### src/dop_pkg.sv
// Purpose: Constants for the DAC output pacing and trigger block
// Assumes: APB, 32-bit data, pclk 100 MHz, pacing time base 10 MHz
// Notes: Offsets are byte addresses; the trigger flag keeps its word index 0Ah
package dop_pkg;
  localparam logic [7:0]  DOP_CTRL_OFS     = 8'h00;
  localparam logic [7:0]  DOP_DIV_OFS      = 8'h04;
  localparam logic [7:0]  DOP_TRIG_IDX     = 8'h0A;
  localparam logic [7:0]  DOP_TRIG_OFS     = {DOP_TRIG_IDX[5:0], 2'b00};
  localparam logic [7:0]  DOP_DATA_OFS     = 8'h0C;
  localparam logic [7:0]  DOP_STAT_OFS     = 8'h10;
  localparam logic [7:0]  DOP_OUT_OFS      = 8'h14;
  localparam int          DOP_ADDR_W       = 8;
  localparam int          DOP_CTRL_EXT_CLK = 0;
  localparam int          DOP_CTRL_EXT_TRG = 1;
  localparam int          DOP_CTRL_FALL    = 2;
  localparam int          DOP_CTRL_CH0_EN  = 3;
  localparam int          DOP_CTRL_CH1_EN  = 4;
  localparam int          DOP_CTRL_RUN     = 5;
  localparam int          DOP_CTRL_W       = 6;
  localparam logic [5:0]  DOP_CTRL_RST     = 6'h00;
  localparam int          DOP_CODE_W       = 12;
  localparam logic [11:0] DOP_CODE_MID     = 12'h800;
  localparam int          DOP_DIV_W        = 16;
  localparam logic [15:0] DOP_DIV_RST      = 16'h000A;
  localparam int          DOP_DIV_MIN      = 10;
  localparam int          DOP_CLK_HZ       = 100000000;
  localparam int          DOP_BASE_HZ      = 10000000;
  localparam int          DOP_BASE_CYC     = DOP_CLK_HZ / DOP_BASE_HZ;
  localparam int          DOP_FIFO_DEPTH   = 16;
endpackage

### src/dop_pacer.sv
// Purpose: DAC output pacing, start trigger and sample steering
// Assumes: APB slave, pclk 100 MHz, pins asynchronous
// Notes: No wait states except a data write to a full FIFO; refill request is a plain output level
//
// Chosen here: the APB slave port and the placing of the registers.
`timescale 1ns/10ps
`default_nettype none
module dop_pacer
  import dop_pkg::*;
#(
  parameter int FIFO_DEPTH = dop_pkg::DOP_FIFO_DEPTH
) (
  input  wire logic                          pclk,
  input  wire logic                          presetn,
  input  wire logic                          psel,
  input  wire logic                          penable,
  input  wire logic                          pwrite,
  input  wire logic [dop_pkg::DOP_ADDR_W-1:0] paddr,
  input  wire logic [31:0]                   pwdata,
  output logic      [31:0]                   prdata,
  output logic                               pready,
  output logic                               pslverr,
  input  wire logic                          ext_pace_input,
  input  wire logic                          ext_start_trigger_input,
  output logic      [dop_pkg::DOP_CODE_W-1:0] dac0_code,
  output logic      [dop_pkg::DOP_CODE_W-1:0] dac1_code,
  output logic                               dac0_load,
  output logic                               dac1_load,
  output logic                               refill_req,
  output logic                               underrun
);
  import dop_pkg::*;

  typedef enum logic [1:0] {DOP_IDLE, DOP_ARMED, DOP_RUN} dop_state_t;
  localparam int LW = $clog2(FIFO_DEPTH) + 1;

  dop_state_t               st_ff;
  dop_state_t               nxt_st;
  logic [DOP_CTRL_W-1:0]    ctrl_ff;
  logic [DOP_CTRL_W-1:0]    nxt_ctrl;
  logic [DOP_DIV_W-1:0]     div_ff;
  logic [DOP_DIV_W-1:0]     nxt_div;
  logic                     sflag_ff;
  logic                     nxt_sflag;
  logic [3:0]               base_ff;
  logic [3:0]               nxt_base;
  logic [DOP_DIV_W-1:0]     cnt_ff;
  logic [DOP_DIV_W-1:0]     nxt_cnt;
  logic                     dout_ff;
  logic                     nxt_dout;
  logic [2:0]               pace_sy_ff;
  logic [2:0]               trg_sy_ff;
  logic                     odd_ff;
  logic                     nxt_odd;
  logic [DOP_CODE_W-1:0]    d0_ff;
  logic [DOP_CODE_W-1:0]    nxt_d0;
  logic [DOP_CODE_W-1:0]    d1_ff;
  logic [DOP_CODE_W-1:0]    nxt_d1;
  logic                     l0_ff;
  logic                     nxt_l0;
  logic                     l1_ff;
  logic                     nxt_l1;
  logic                     und_ff;
  logic                     nxt_und;
  logic [31:0]              rd_ff;
  logic [31:0]              nxt_rd;
  logic                     wr_en;
  logic                     rd_en;
  logic                     base_tick;
  logic                     int_rise;
  logic                     ext_rise;
  logic                     pace_edge;
  logic                     trg_edge;
  logic                     soft_edge;
  logic                     trig_evt;
  logic                     f_in_valid;
  logic                     f_in_ready;
  logic                     f_out_valid;
  logic                     f_out_ready;
  logic [DOP_CODE_W-1:0]    f_out_data;
  logic [LW-1:0]            f_level;

  function automatic logic edge_of(input logic prev, input logic cur, input logic fall);
    edge_of = fall ? (prev && !cur) : (!prev && cur);
  endfunction

  // Pin synchronisers; stage 0 is read only by stage 1
  always_ff @(posedge pclk or negedge presetn)
  begin
    if (!presetn)
    begin
      pace_sy_ff <= '0;
      trg_sy_ff  <= '0;
    end
    else
    begin
      pace_sy_ff <= {pace_sy_ff[1:0], ext_pace_input};
      trg_sy_ff  <= {trg_sy_ff[1:0], ext_start_trigger_input};
    end
  end

  assign ext_rise = edge_of(pace_sy_ff[2], pace_sy_ff[1], 1'b0);
  assign trg_edge = edge_of(trg_sy_ff[2], trg_sy_ff[1], ctrl_ff[DOP_CTRL_FALL]);

  assign wr_en = psel && penable && pwrite;
  assign rd_en = psel && !penable && !pwrite;

  // Soft trigger edge: flag toggles to the written value, edge matches polarity
  assign soft_edge = wr_en && (paddr == DOP_TRIG_OFS)
                     && edge_of(sflag_ff, pwdata[0], ctrl_ff[DOP_CTRL_FALL]);

  assign trig_evt = ctrl_ff[DOP_CTRL_EXT_TRG] ? trg_edge : soft_edge;

  assign base_tick = (base_ff == 4'(DOP_BASE_CYC - 1));
  assign int_rise  = base_tick && (cnt_ff == '0) && !dout_ff;
  assign pace_edge = ctrl_ff[DOP_CTRL_EXT_CLK] ? ext_rise : int_rise;

  // Divider: 10 MHz base, 16-bit reload, output high for the first half
  always_comb
  begin
    nxt_base = base_tick ? 4'h0 : base_ff + 4'h1;
    nxt_cnt  = cnt_ff;
    nxt_dout = dout_ff;
    if (st_ff == DOP_IDLE)
    begin
      nxt_cnt  = '0;
      nxt_dout = 1'b0;
    end
    else if (base_tick)
    begin
      nxt_cnt  = (cnt_ff == '0) ? div_ff - 16'h0001 : cnt_ff - 16'h0001;
      nxt_dout = (cnt_ff == '0) ? 1'b1 : (cnt_ff > (div_ff >> 1)) ? dout_ff : 1'b0;
    end
  end

  // Run state: pacing counts once armed; samples drain only after the trigger
  always_comb
  begin
    nxt_st = st_ff;
    unique case (st_ff)
      DOP_IDLE:
        if (ctrl_ff[DOP_CTRL_RUN])
          nxt_st = DOP_ARMED;
      DOP_ARMED:
        if (!ctrl_ff[DOP_CTRL_RUN])
          nxt_st = DOP_IDLE;
        else if (trig_evt)
          nxt_st = DOP_RUN;
      DOP_RUN:
        if (!ctrl_ff[DOP_CTRL_RUN])
          nxt_st = DOP_IDLE;
    endcase
  end

  // Drain: one sample per pacing edge, interleaved when both channels run
  assign f_out_ready = (st_ff == DOP_RUN) && pace_edge;
  always_comb
  begin
    nxt_odd = odd_ff;
    nxt_d0  = d0_ff;
    nxt_d1  = d1_ff;
    nxt_l0  = 1'b0;
    nxt_l1  = 1'b0;
    nxt_und = und_ff && !(wr_en && paddr == DOP_STAT_OFS);
    if (st_ff == DOP_IDLE)
    begin
      nxt_odd = 1'b0;
    end
    if (f_out_ready && !f_out_valid)
    begin
      nxt_und = 1'b1;
    end
    if (f_out_ready && f_out_valid)
    begin
      if (ctrl_ff[DOP_CTRL_CH0_EN] && ctrl_ff[DOP_CTRL_CH1_EN])
      begin
        nxt_odd = !odd_ff;
        if (odd_ff)
        begin
          nxt_d1 = f_out_data;
          nxt_l1 = 1'b1;
        end
        else
        begin
          nxt_d0 = f_out_data;
          nxt_l0 = 1'b1;
        end
      end
      else if (ctrl_ff[DOP_CTRL_CH1_EN])
      begin
        nxt_d1 = f_out_data;
        nxt_l1 = 1'b1;
      end
      else
      begin
        nxt_d0 = f_out_data;
        nxt_l0 = ctrl_ff[DOP_CTRL_CH0_EN];
      end
    end
  end

  // Register writes and reads
  assign f_in_valid = wr_en && (paddr == DOP_DATA_OFS);
  always_comb
  begin
    nxt_ctrl  = ctrl_ff;
    nxt_div   = div_ff;
    nxt_sflag = sflag_ff;
    if (wr_en)
    begin
      unique case (paddr)
        DOP_CTRL_OFS: nxt_ctrl = pwdata[DOP_CTRL_W-1:0];
        // Hardware keeps the divisor at or above DOP_DIV_MIN; too small clamps to the top rate
        DOP_DIV_OFS:  nxt_div = (pwdata[15:0] < 16'(DOP_DIV_MIN)) ? 16'(DOP_DIV_MIN) : pwdata[15:0];
        DOP_TRIG_OFS: nxt_sflag = pwdata[0];
        default: ;
      endcase
    end
    nxt_rd = rd_ff;
    if (rd_en)
    begin
      unique case (paddr)
        DOP_CTRL_OFS: nxt_rd = {26'h0, ctrl_ff};
        DOP_DIV_OFS:  nxt_rd = {16'h0, div_ff};
        DOP_TRIG_OFS: nxt_rd = {31'h0, sflag_ff};
        DOP_STAT_OFS: nxt_rd = {16'h0, (16-LW)'(0), f_level} | {27'h0, und_ff, refill_req,
                                st_ff == DOP_RUN, st_ff == DOP_ARMED, 1'b0} << 16;
        DOP_OUT_OFS:  nxt_rd = {4'h0, d1_ff, 4'h0, d0_ff};
        default:      nxt_rd = 32'h0000_0000;
      endcase
    end
  end

  always_ff @(posedge pclk or negedge presetn)
  begin
    if (!presetn)
    begin
      st_ff    <= DOP_IDLE;
      ctrl_ff  <= DOP_CTRL_RST;
      div_ff   <= DOP_DIV_RST;
      sflag_ff <= 1'b0;
      base_ff  <= 4'h0;
      cnt_ff   <= '0;
      dout_ff  <= 1'b0;
      odd_ff   <= 1'b0;
      d0_ff    <= DOP_CODE_MID;
      d1_ff    <= DOP_CODE_MID;
      l0_ff    <= 1'b0;
      l1_ff    <= 1'b0;
      und_ff   <= 1'b0;
      rd_ff    <= 32'h0000_0000;
    end
    else
    begin
      st_ff    <= nxt_st;
      ctrl_ff  <= nxt_ctrl;
      div_ff   <= nxt_div;
      sflag_ff <= nxt_sflag;
      base_ff  <= nxt_base;
      cnt_ff   <= nxt_cnt;
      dout_ff  <= nxt_dout;
      odd_ff   <= nxt_odd;
      d0_ff    <= nxt_d0;
      d1_ff    <= nxt_d1;
      l0_ff    <= nxt_l0;
      l1_ff    <= nxt_l1;
      und_ff   <= nxt_und;
      rd_ff    <= nxt_rd;
    end
  end

  dop_fifo #(
    .WIDTH (DOP_CODE_W),
    .DEPTH (FIFO_DEPTH)
  ) u_fifo (
    .pclk      (pclk),
    .presetn   (presetn),
    .in_valid  (f_in_valid),
    .in_ready  (f_in_ready),
    .in_data   (pwdata[DOP_CODE_W-1:0]),
    .out_valid (f_out_valid),
    .out_ready (f_out_ready),
    .out_data  (f_out_data),
    .level     (f_level)
  );

  // Full FIFO stalls the data write until a sample drains
  assign pready     = !(psel && penable && pwrite && (paddr == DOP_DATA_OFS) && !f_in_ready);
  assign pslverr    = 1'b0;
  assign prdata     = rd_ff;
  assign refill_req = (f_level < LW'(FIFO_DEPTH / 2));
  assign underrun   = und_ff;
  assign dac0_code  = d0_ff;
  assign dac1_code  = d1_ff;
  assign dac0_load  = l0_ff;
  assign dac1_load  = l1_ff;
endmodule
`default_nettype wire

### src/dop_fifo.sv
// Purpose: Sample FIFO with valid/ready on both sides
// Assumes: Single clock
// Notes: Read data registered
`timescale 1ns/10ps
`default_nettype none
module dop_fifo #(
  parameter int WIDTH = 12,
  parameter int DEPTH = 16
) (
  input  wire logic             pclk,
  input  wire logic             presetn,
  input  wire logic             in_valid,
  output logic                  in_ready,
  input  wire logic [WIDTH-1:0] in_data,
  output logic                  out_valid,
  input  wire logic             out_ready,
  output logic      [WIDTH-1:0] out_data,
  output logic [$clog2(DEPTH):0] level
);
  localparam int AW = $clog2(DEPTH);
  logic [WIDTH-1:0] mem_ff [DEPTH];
  logic [AW-1:0]    wp_ff;
  logic [AW-1:0]    nxt_wp;
  logic [AW-1:0]    rp_ff;
  logic [AW-1:0]    nxt_rp;
  logic [AW:0]      cnt_ff;
  logic [AW:0]      nxt_cnt;
  logic [WIDTH-1:0] dat_ff;
  logic [WIDTH-1:0] nxt_dat;
  logic             vld_ff;
  logic             nxt_vld;
  logic             push;
  logic             pop;
  logic [AW:0]      avail;

  // Head word is held in dat_ff; mem holds the rest
  always_comb
  begin
    in_ready = (cnt_ff != (AW+1)'(DEPTH));
    push     = in_valid && in_ready;
    pop      = vld_ff && out_ready;
    // Words still in mem; the head word must not be counted twice
    avail    = cnt_ff - (AW+1)'(vld_ff);
    nxt_wp   = wp_ff;
    nxt_rp   = rp_ff;
    nxt_cnt  = cnt_ff;
    nxt_dat  = dat_ff;
    nxt_vld  = vld_ff;
    if (push)
    begin
      nxt_wp = wp_ff + 1'b1;
    end
    if ((!vld_ff || pop) && ((avail != '0) || push))
    begin
      nxt_vld = 1'b1;
      nxt_dat = (avail == '0) ? in_data : mem_ff[rp_ff];
      nxt_rp  = rp_ff + 1'b1;
    end
    else if (pop)
    begin
      nxt_vld = 1'b0;
    end
    nxt_cnt = cnt_ff + (AW+1)'(push) - (AW+1)'(pop);
  end

  always_ff @(posedge pclk)
  begin
    if (push)
    begin
      mem_ff[wp_ff] <= in_data;
    end
  end

  always_ff @(posedge pclk or negedge presetn)
  begin
    if (!presetn)
    begin
      wp_ff  <= '0;
      rp_ff  <= '0;
      cnt_ff <= '0;
      dat_ff <= '0;
      vld_ff <= 1'b0;
    end
    else
    begin
      wp_ff  <= nxt_wp;
      rp_ff  <= nxt_rp;
      cnt_ff <= nxt_cnt;
      dat_ff <= nxt_dat;
      vld_ff <= nxt_vld;
    end
  end

  assign out_valid = vld_ff;
  assign out_data  = dat_ff;
  assign level     = cnt_ff;
endmodule
`default_nettype wire

### config.mk
export PLATFORM = sky130hd
export DESIGN_NAME = dop_pacer
export DESIGN_NICKNAME = d
export VERILOG_FILES = /design/src/dop_pkg.sv /design/src/dop_pacer.sv /design/src/dop_fifo.sv
export SDC_FILE = /design/constraint.sdc
export NUM_CORES = 1
export LEC_CHECK = 0
export ABC_AREA = 1
export BUFFER_PORTS_ARGS = -buffer_cell sky130_fd_sc_hd__buf_2
export CAP_MARGIN = 20
export CELL_PAD_IN_SITES_DETAIL_PLACEMENT = 1
export CELL_PAD_IN_SITES_GLOBAL_PLACEMENT = 1
export CORE_UTILIZATION = 51
export DETAILED_ROUTE_END_ITERATION = 7
export GPL_TIMING_DRIVEN = 0
export PLACE_DENSITY_LB_ADDON = 0.08
export SLEW_MARGIN = 20
export SYNTH_ARGS = -nofsm -noshare
export SYNTH_HDL_FRONTEND = slang
export SYNTH_SLANG_ARGS = --single-unit
### constraint.sdc
create_clock -name pclk -period 5.8 [get_ports pclk]
set_input_delay 0.29 -clock pclk [delete_from_list [all_inputs] [get_ports pclk]]
set_output_delay 0.29 -clock pclk [all_outputs]
set_load 0.01 [all_outputs]
==> metrics.txt, run 1 <==
leading area contributor after synthesis edfxtp_1; Clock Root Buffer clkbuf_16; Final GP Congestion around 0.86; DR vias/cell roughly 5.8; FF+latch count, synth 326; initial antenna violation count 0; Main synth FF type edfxtp_1; Slew @ Worst Pin 0.946 ns; top-area cell type share of the netlist area around two fifths; CP cell instances nor2_1 > nand2_1 > nor2_1 > nand2_2 > nor2_2 > nand2_1 > nand2_1 > nand2_2 > nor2_8 > ha_1 > inv_1 > ha_1 > inv_1 > fa_1 > o21ai_0 > a21oi_1 > xor2_1; Worst Hold Class in -> reg; top cells by area, synth edfxtp_1 (39%), dfrtp_1 (22%), nand2_1 (6.4%), o21ai_0 (5.3%), nor2_1 (4.6%); antenna cells 0; most frequent cells in the layout nand2_1 (252), edfxtp_1 (192), nor2_1 (165); routed wire length around 45000 um; Static Leak 6.98 nW; Crit Path Max Fanout 6; clk sinks about 330; Max Transition Viols Final 0; port buffer count 87; pin count of the biggest net entering global routing 77; CP Class reg -> reg; clock latency on the worst-skew pair ~0.52 ns; CP top delay family simple AND/OR/NAND/NOR gates; setup slack after layout roughly 2.6 ns; CTS tree built; core area about 28000 um^2; Ys Warns 0; unrepaired setup endpoints after global routing false; pwr/cell area about 360 nW/um^2; WP data required between 6 and 7 ns; CP bufs+invs 2; Sequential Area between 9000 and 10000 um^2; Die Span Y ~170 um; die area around 29000 um^2; Final HPWL DP approximately 31000 um; Post-Syn Area per Cell 10.3 um^2; EDFF count, synth 192; leading cell type in the layout, fill and taps excluded nand2_1; number of nets in the layout approximately 1600; total congestion overflow 0; Starting DRT DRC Count 956; vias in the first global route between 10000 and 15000; Die W ~170 um; Final ANT Viol Nets 0; Post-Place Setup Slack 2.65 ns; I/O Pins around 110; critical path capture point type flop; Slew HR 36.7%; most used cell, CP nand2_1; layout cell share with drive strength beyond 1 15.5%; H-tree levels 2; Cell Rows 61; Worst-path clk slew 0.06 ns; crit-path max cell delay 0.41 ns; Synth cell types 49; area added between synthesis and finish 15.5%; Final Total Pwr ~6.0 mW; fin crit period approximately 3.2 ns; TritonRoute pass-1 iters 5; Post-route DRC 0; first-pass GRT wire length ~69000 um; total of max-cap violations 0; cell area after synthesis ~15000 um^2; Final period util between 50% and 60%; Total GRT Usage about a third; status completed; area of the multi-input gates between 4000 and 5000 um^2; Seq/Total Area, Yosys 62.2%; Final setup viols 0; worst ir drop on vdd 0.000288 V; Hold Fails Final Rpt 0; CTS Buffer Depth 3; clk_skew approximately 0.021 ns; Post-Synthesis Cells roughly 1400; post-DR wirelength/cell approximately 23 um; Max Freq approximately 0.32 GHz; vias 11300; CP arrival around 3.6 ns; final setup TNS 0 ns; Worst path slowest cell dfrtp_1; TritonCTS Buffers 37; Initial Util a little over half; startpoint type of the worst setup path flop; async set-reset flop share out of synthesis ~41%; fill cell count just over 3000
[per-stage QoR]
step | util [%] | area (um^2) | cells | hold slack [ns]
after floorplan | - | 14700 | 1427 | -0.00559
after global placement | 55.7 | 15600 | 1892 | 0.332
after detailed placement | 56.0 | 15700 | 1894 | 0.316
after CTS | 60.5 | 16900 | 1964 | 0.0411
after global routing | 60.5 | 16900 | 1964 | 0.0753
final | 60.5 | 16900 | 1964 | 0.0674
[routing by layer]
layer / track usage [%] / part of all wire (%)
met4: 13.1 / 3.8
met5: 0 / 0
met1: 39.6 / 41
met2: 55.9 / 50
met3: 3.66 / 4.2
[power breakdown]
part           total, mW  internal (mW)  switching (mW)
registers           2.55           2.51          0.0385
logic               1.08          0.302           0.782
clock network       2.39           1.45           0.941
total               6.02           4.26            1.76
[area by class of cell]
cell class / count / share of cell area [%]
Buffer: 61 / 1.93
Clock buffer: 54 / 6.26
Clock inverter: 13 / 1.02
Inverter: 135 / 2.99
Multi-Input combinational cell: 905 / 28.2
Sequential cell: 326 / 53.8
Tap cell: 378 / 2.79
Timing Repair Buffer: 92 / 3.01
[cells in the mapped netlist (12+ instances only)]
cell / instances
o21ai_0: 155
a21oi_1: 35
nand3_1: 51
nand2_1: 252
buf_2: 15
dfrtp_1: 130
edfxtp_1: 192
nor2_1: 180
nand4_1: 14
o22ai_1: 34
xor2_1: 12
clkbuf_1: 28
o21ai_2: 23
o211ai_1: 37
ha_1: 33
inv_1: 129
o21ai_1: 13
[final timing paths]
path                                              from                   endpoint  slack, ns  cells after the start
worst max-delay path             cnt_ff[7]$_DFFE_PN0P_  u_fifo.level[4]$_DFF_PN0_       2.63                     17
worst min-delay path                        pwdata[14]     div_ff[14]$_DFFE_PN0P_       0.07                      3
worst max register to register   cnt_ff[7]$_DFFE_PN0P_  u_fifo.level[4]$_DFF_PN0_       2.63                     17
worst min register to register  trg_sy_ff[0]$_DFF_PN0_     trg_sy_ff[1]$_DFF_PN0_       0.35                      0
max in group asynchronous                      presetn      div_ff[1]$_DFFE_PN1P_       4.67                      3
min in group asynchronous                      presetn     prdata[20]$_DFFE_PN0P_       0.36                      2
[worst min-delay path, stage by stage]
cell,delay (ns)
buf_2,0.12
nand2_1,0.05
o21ai_0,0.07
[timing repair]
action	4_1_cts	5_1_grt
hold buffers	3	0
gates resized for setup	0	0
hold endpoints to repair	77	0
buffers inserted	0	0
[kinds of logic (layout without fill, tap and decap cells)]
group | after synthesis | count (layout) | share of synthesized area [%]
other | 1 | 5 | 0.0256
and+or+nand+nor | 528 | 528 | 15.3
adders and majority gates | 34 | 34 | 2.95
muxes | 1 | 1 | 0.0767
xor gates and xnor gates | 12 | 12 | 0.716
AOI/OAI and AO/OA | 325 | 325 | 13.1
buffers and inverters | 196 | 355 | 5.68
DFF | 326 | 326 | 62.2
[sequential cells by signal, indices dropped and copies added (netlist names), 4 cells and up]
register,count
div_ff,16
u_fifo.out_data,12
dac1_code,12
u_fifo.wp_ff,4
prdata,28
ctrl_ff,6
cnt_ff,16
base_ff,4
u_fifo.rp_ff,4
u_fifo.mem_ff,192
u_fifo.level,5
dac0_code,12
(Power assumes the default switching activity.)
==> run 2, diff against run 1 <==
- CORE_UTILIZATION: 51 -> 48
- clock period: 5.8 -> 3 ns (I/O delays scaled with it)
==> metrics.txt, run 2 (synthesis results as in run 1) <==
vias in the first global route approximately 12000; WP data required between 3 and 4 ns; worst flop-to-flop path endpoint u_fifo.level[4]$_DFF_PN0_; TritonRoute pass-1 iters 5; CTS tree built; Max Transition Viols Final 0; Die Span Y 177 um; CP Launch Point cnt_ff[11]$_DFFE_PN0P_; vias 11200; Final Total Pwr about 11 mW; Cell Rows 63; Final HPWL DP between 30000 and 40000 um; Max Freq between 0.3 and 0.4 GHz; unrepaired setup endpoints after global routing false; Placed Area 15700 um^2; Final GP Congestion between 0.8 and 0.9; Slew HR about two fifths; R2R depth 17; Post-route DRC 0; Crit Path Max Fanout 4; Worst Hold Class in -> reg; Final setup viols 0; most frequent cells in the layout nand2_1 (250), edfxtp_1 (192), nor2_1 (163); Final Non-Filler Cells roughly 2000; Slew @ Worst Pin between 0.8 and 0.9 ns; Worst-path clk slew 0.06 ns; layout cell share with drive strength beyond 1 around 16%; reg2reg setup slack around 0.20 ns; Initial Util between 40 and 50%; clock latency on the worst-skew pair 0.52 ns; DR vias/cell 5.63; total congestion overflow 0; pin count of the biggest net entering global routing just under 80; Flop pwr share between 40% and 50%; routed wire length ~44000 um; clk sinks 326; Hold Fails Final Rpt 0; initial antenna violation count 1; CP arrival 3.19 ns; Final ANT Viol Nets 0; CTS Buffer Depth 3; Combinational Power Share a little under a fifth; post-DR wirelength/cell 22.2 um; port buffer count 87; clk_skew 0.0214 ns; first-pass GRT wire length 67700 um; status completed; worst ir drop on vdd ~0.00048 V; reg-to-reg startpoint cnt_ff[11]$_DFFE_PN0P_; cell area after layout around 17000 um^2; Hold Slack roughly 0.07 ns; total of max-cap violations 0; Die W approximately 180 um; TritonCTS Buffers 36; H-tree levels 2; placed cells ~1900; crit path to u_fifo.level[4]$_DFF_PN0_; max reg flops ~190; fin crit period 2.80 ns; Reg with most FFs u_fifo.mem_ff; number of nets in the layout about 1600; antenna cells 0; leading cell type in the layout, fill and taps excluded nand2_1; Switching Share between 20% and 30%; Final period util around 93%; P_sw around 3.3 mW; Pint 7.88 mW; critical path capture point type flop; Clock Root Buffer clkbuf_16; area added between synthesis and finish 15.3%; Starting DRT DRC Count 853; core area around 30000 um^2; Static Leak approximately 7.0 nW; Clk pwr share between 30% and 40%; I/O Pins ~110; die area ~31000 um^2; Total GRT Usage between 20% and 30%; fill cell count roughly 3300; CP Class reg -> reg; startpoint type of the worst setup path flop; pwr/cell area 661 nW/um^2
==> run 2: cell types whose count changed in the layout (fill, tap and decap cells not counted), sizes merged <==
cell         change
bufinv           -2
inv              +1
dlygate4sd3      +4
buf              +4
clkbuf           -6
clkinv           +2
==> run 2: cell type report <==
type                    instances  area (um^2)  area share (%)
plain buffers                  61          327            1.93
clock buffers                  48          966            5.71
clock inverters                14          130           0.769
inverters                     135          507            3.00
multi-input cells             905         4790            28.3
flip-flops and latches        326         9120            53.9
well taps                     390          488            2.88
repair buffers                100          581            3.43
==> run 2: critical path: stages (launching register included) <==
cell	delay, ns
dfrtp_1	0.42
nor2_2	0.14
nand2_1	0.08
nor2_2	0.15
nand2_2	0.10
nor2_2	0.12
nand2_2	0.10
nand2_2	0.09
nand2_4	0.08
nor2_8	0.13
ha_1	0.24
inv_1	0.07
ha_1	0.17
inv_1	0.07
fa_2	0.37
o21ai_2	0.12
a21oi_1	0.09
xor2_1	0.14
==> run 2: timing repair <==
item	in CTS	in global routing
endpoints found under the hold margin	62	0
setup buffers	1	3
setup endpoints to repair	1	1
pin swaps	1	1
hold buffers	7	0
resized for setup	1	7
==> run 2: stage by stage <==
step | util, % | setup slack (ns) | setup TNS (ns)
after global placement | 52.3 | -0.200 | -33.10
after global routing | 56.6 | 0.0289 | 0
after CTS | 56.5 | 0.0255 | 0
final | 56.6 | 0.197 | 0
after floorplan | - | 0.445 | 0
after detailed placement | 52.5 | -0.0177 | -0.0177
==> run 2: worst min path at each step <==
stage	cells after the start	from	end
CTS	1	pwdata[7]	u_fifo.mem_ff[10][7]$_DFFE_PP_
floorplan	0	presetn	base_ff[0]$_DFF_PN0_
finish	1	pwdata[7]	u_fifo.mem_ff[8][7]$_DFFE_PP_
global route	1	pwdata[7]	u_fifo.mem_ff[8][7]$_DFFE_PP_
detailed placement	1	presetn	prdata[19]$_DFFE_PN0P_
global placement	1	ext_start_trigger_input	trg_sy_ff[0]$_DFF_PN0_
==> run 2: metal layers <==
metal	part of all wire (%)	GRT usage, %	up-vias
met3	4.8	3.33	82
met1	41	36.3	5599
met2	51	51.9	326
met4	2.9	10.2	0
met5	0	0	-
li1	-	-	5144
==> run 2: power groups by stage <==
stage / combinational, mW / clock, mW / sequential, mW
finish: 2.07 / 4.20 / 4.93
CTS: 2.05 / 4.26 / 4.92
global placement: 1.96 / 0 / 5.01
floorplan: 1.22 / 0 / 4.99
global route: 2.27 / 4.43 / 4.93
detailed placement: 2.03 / 0 / 5.01
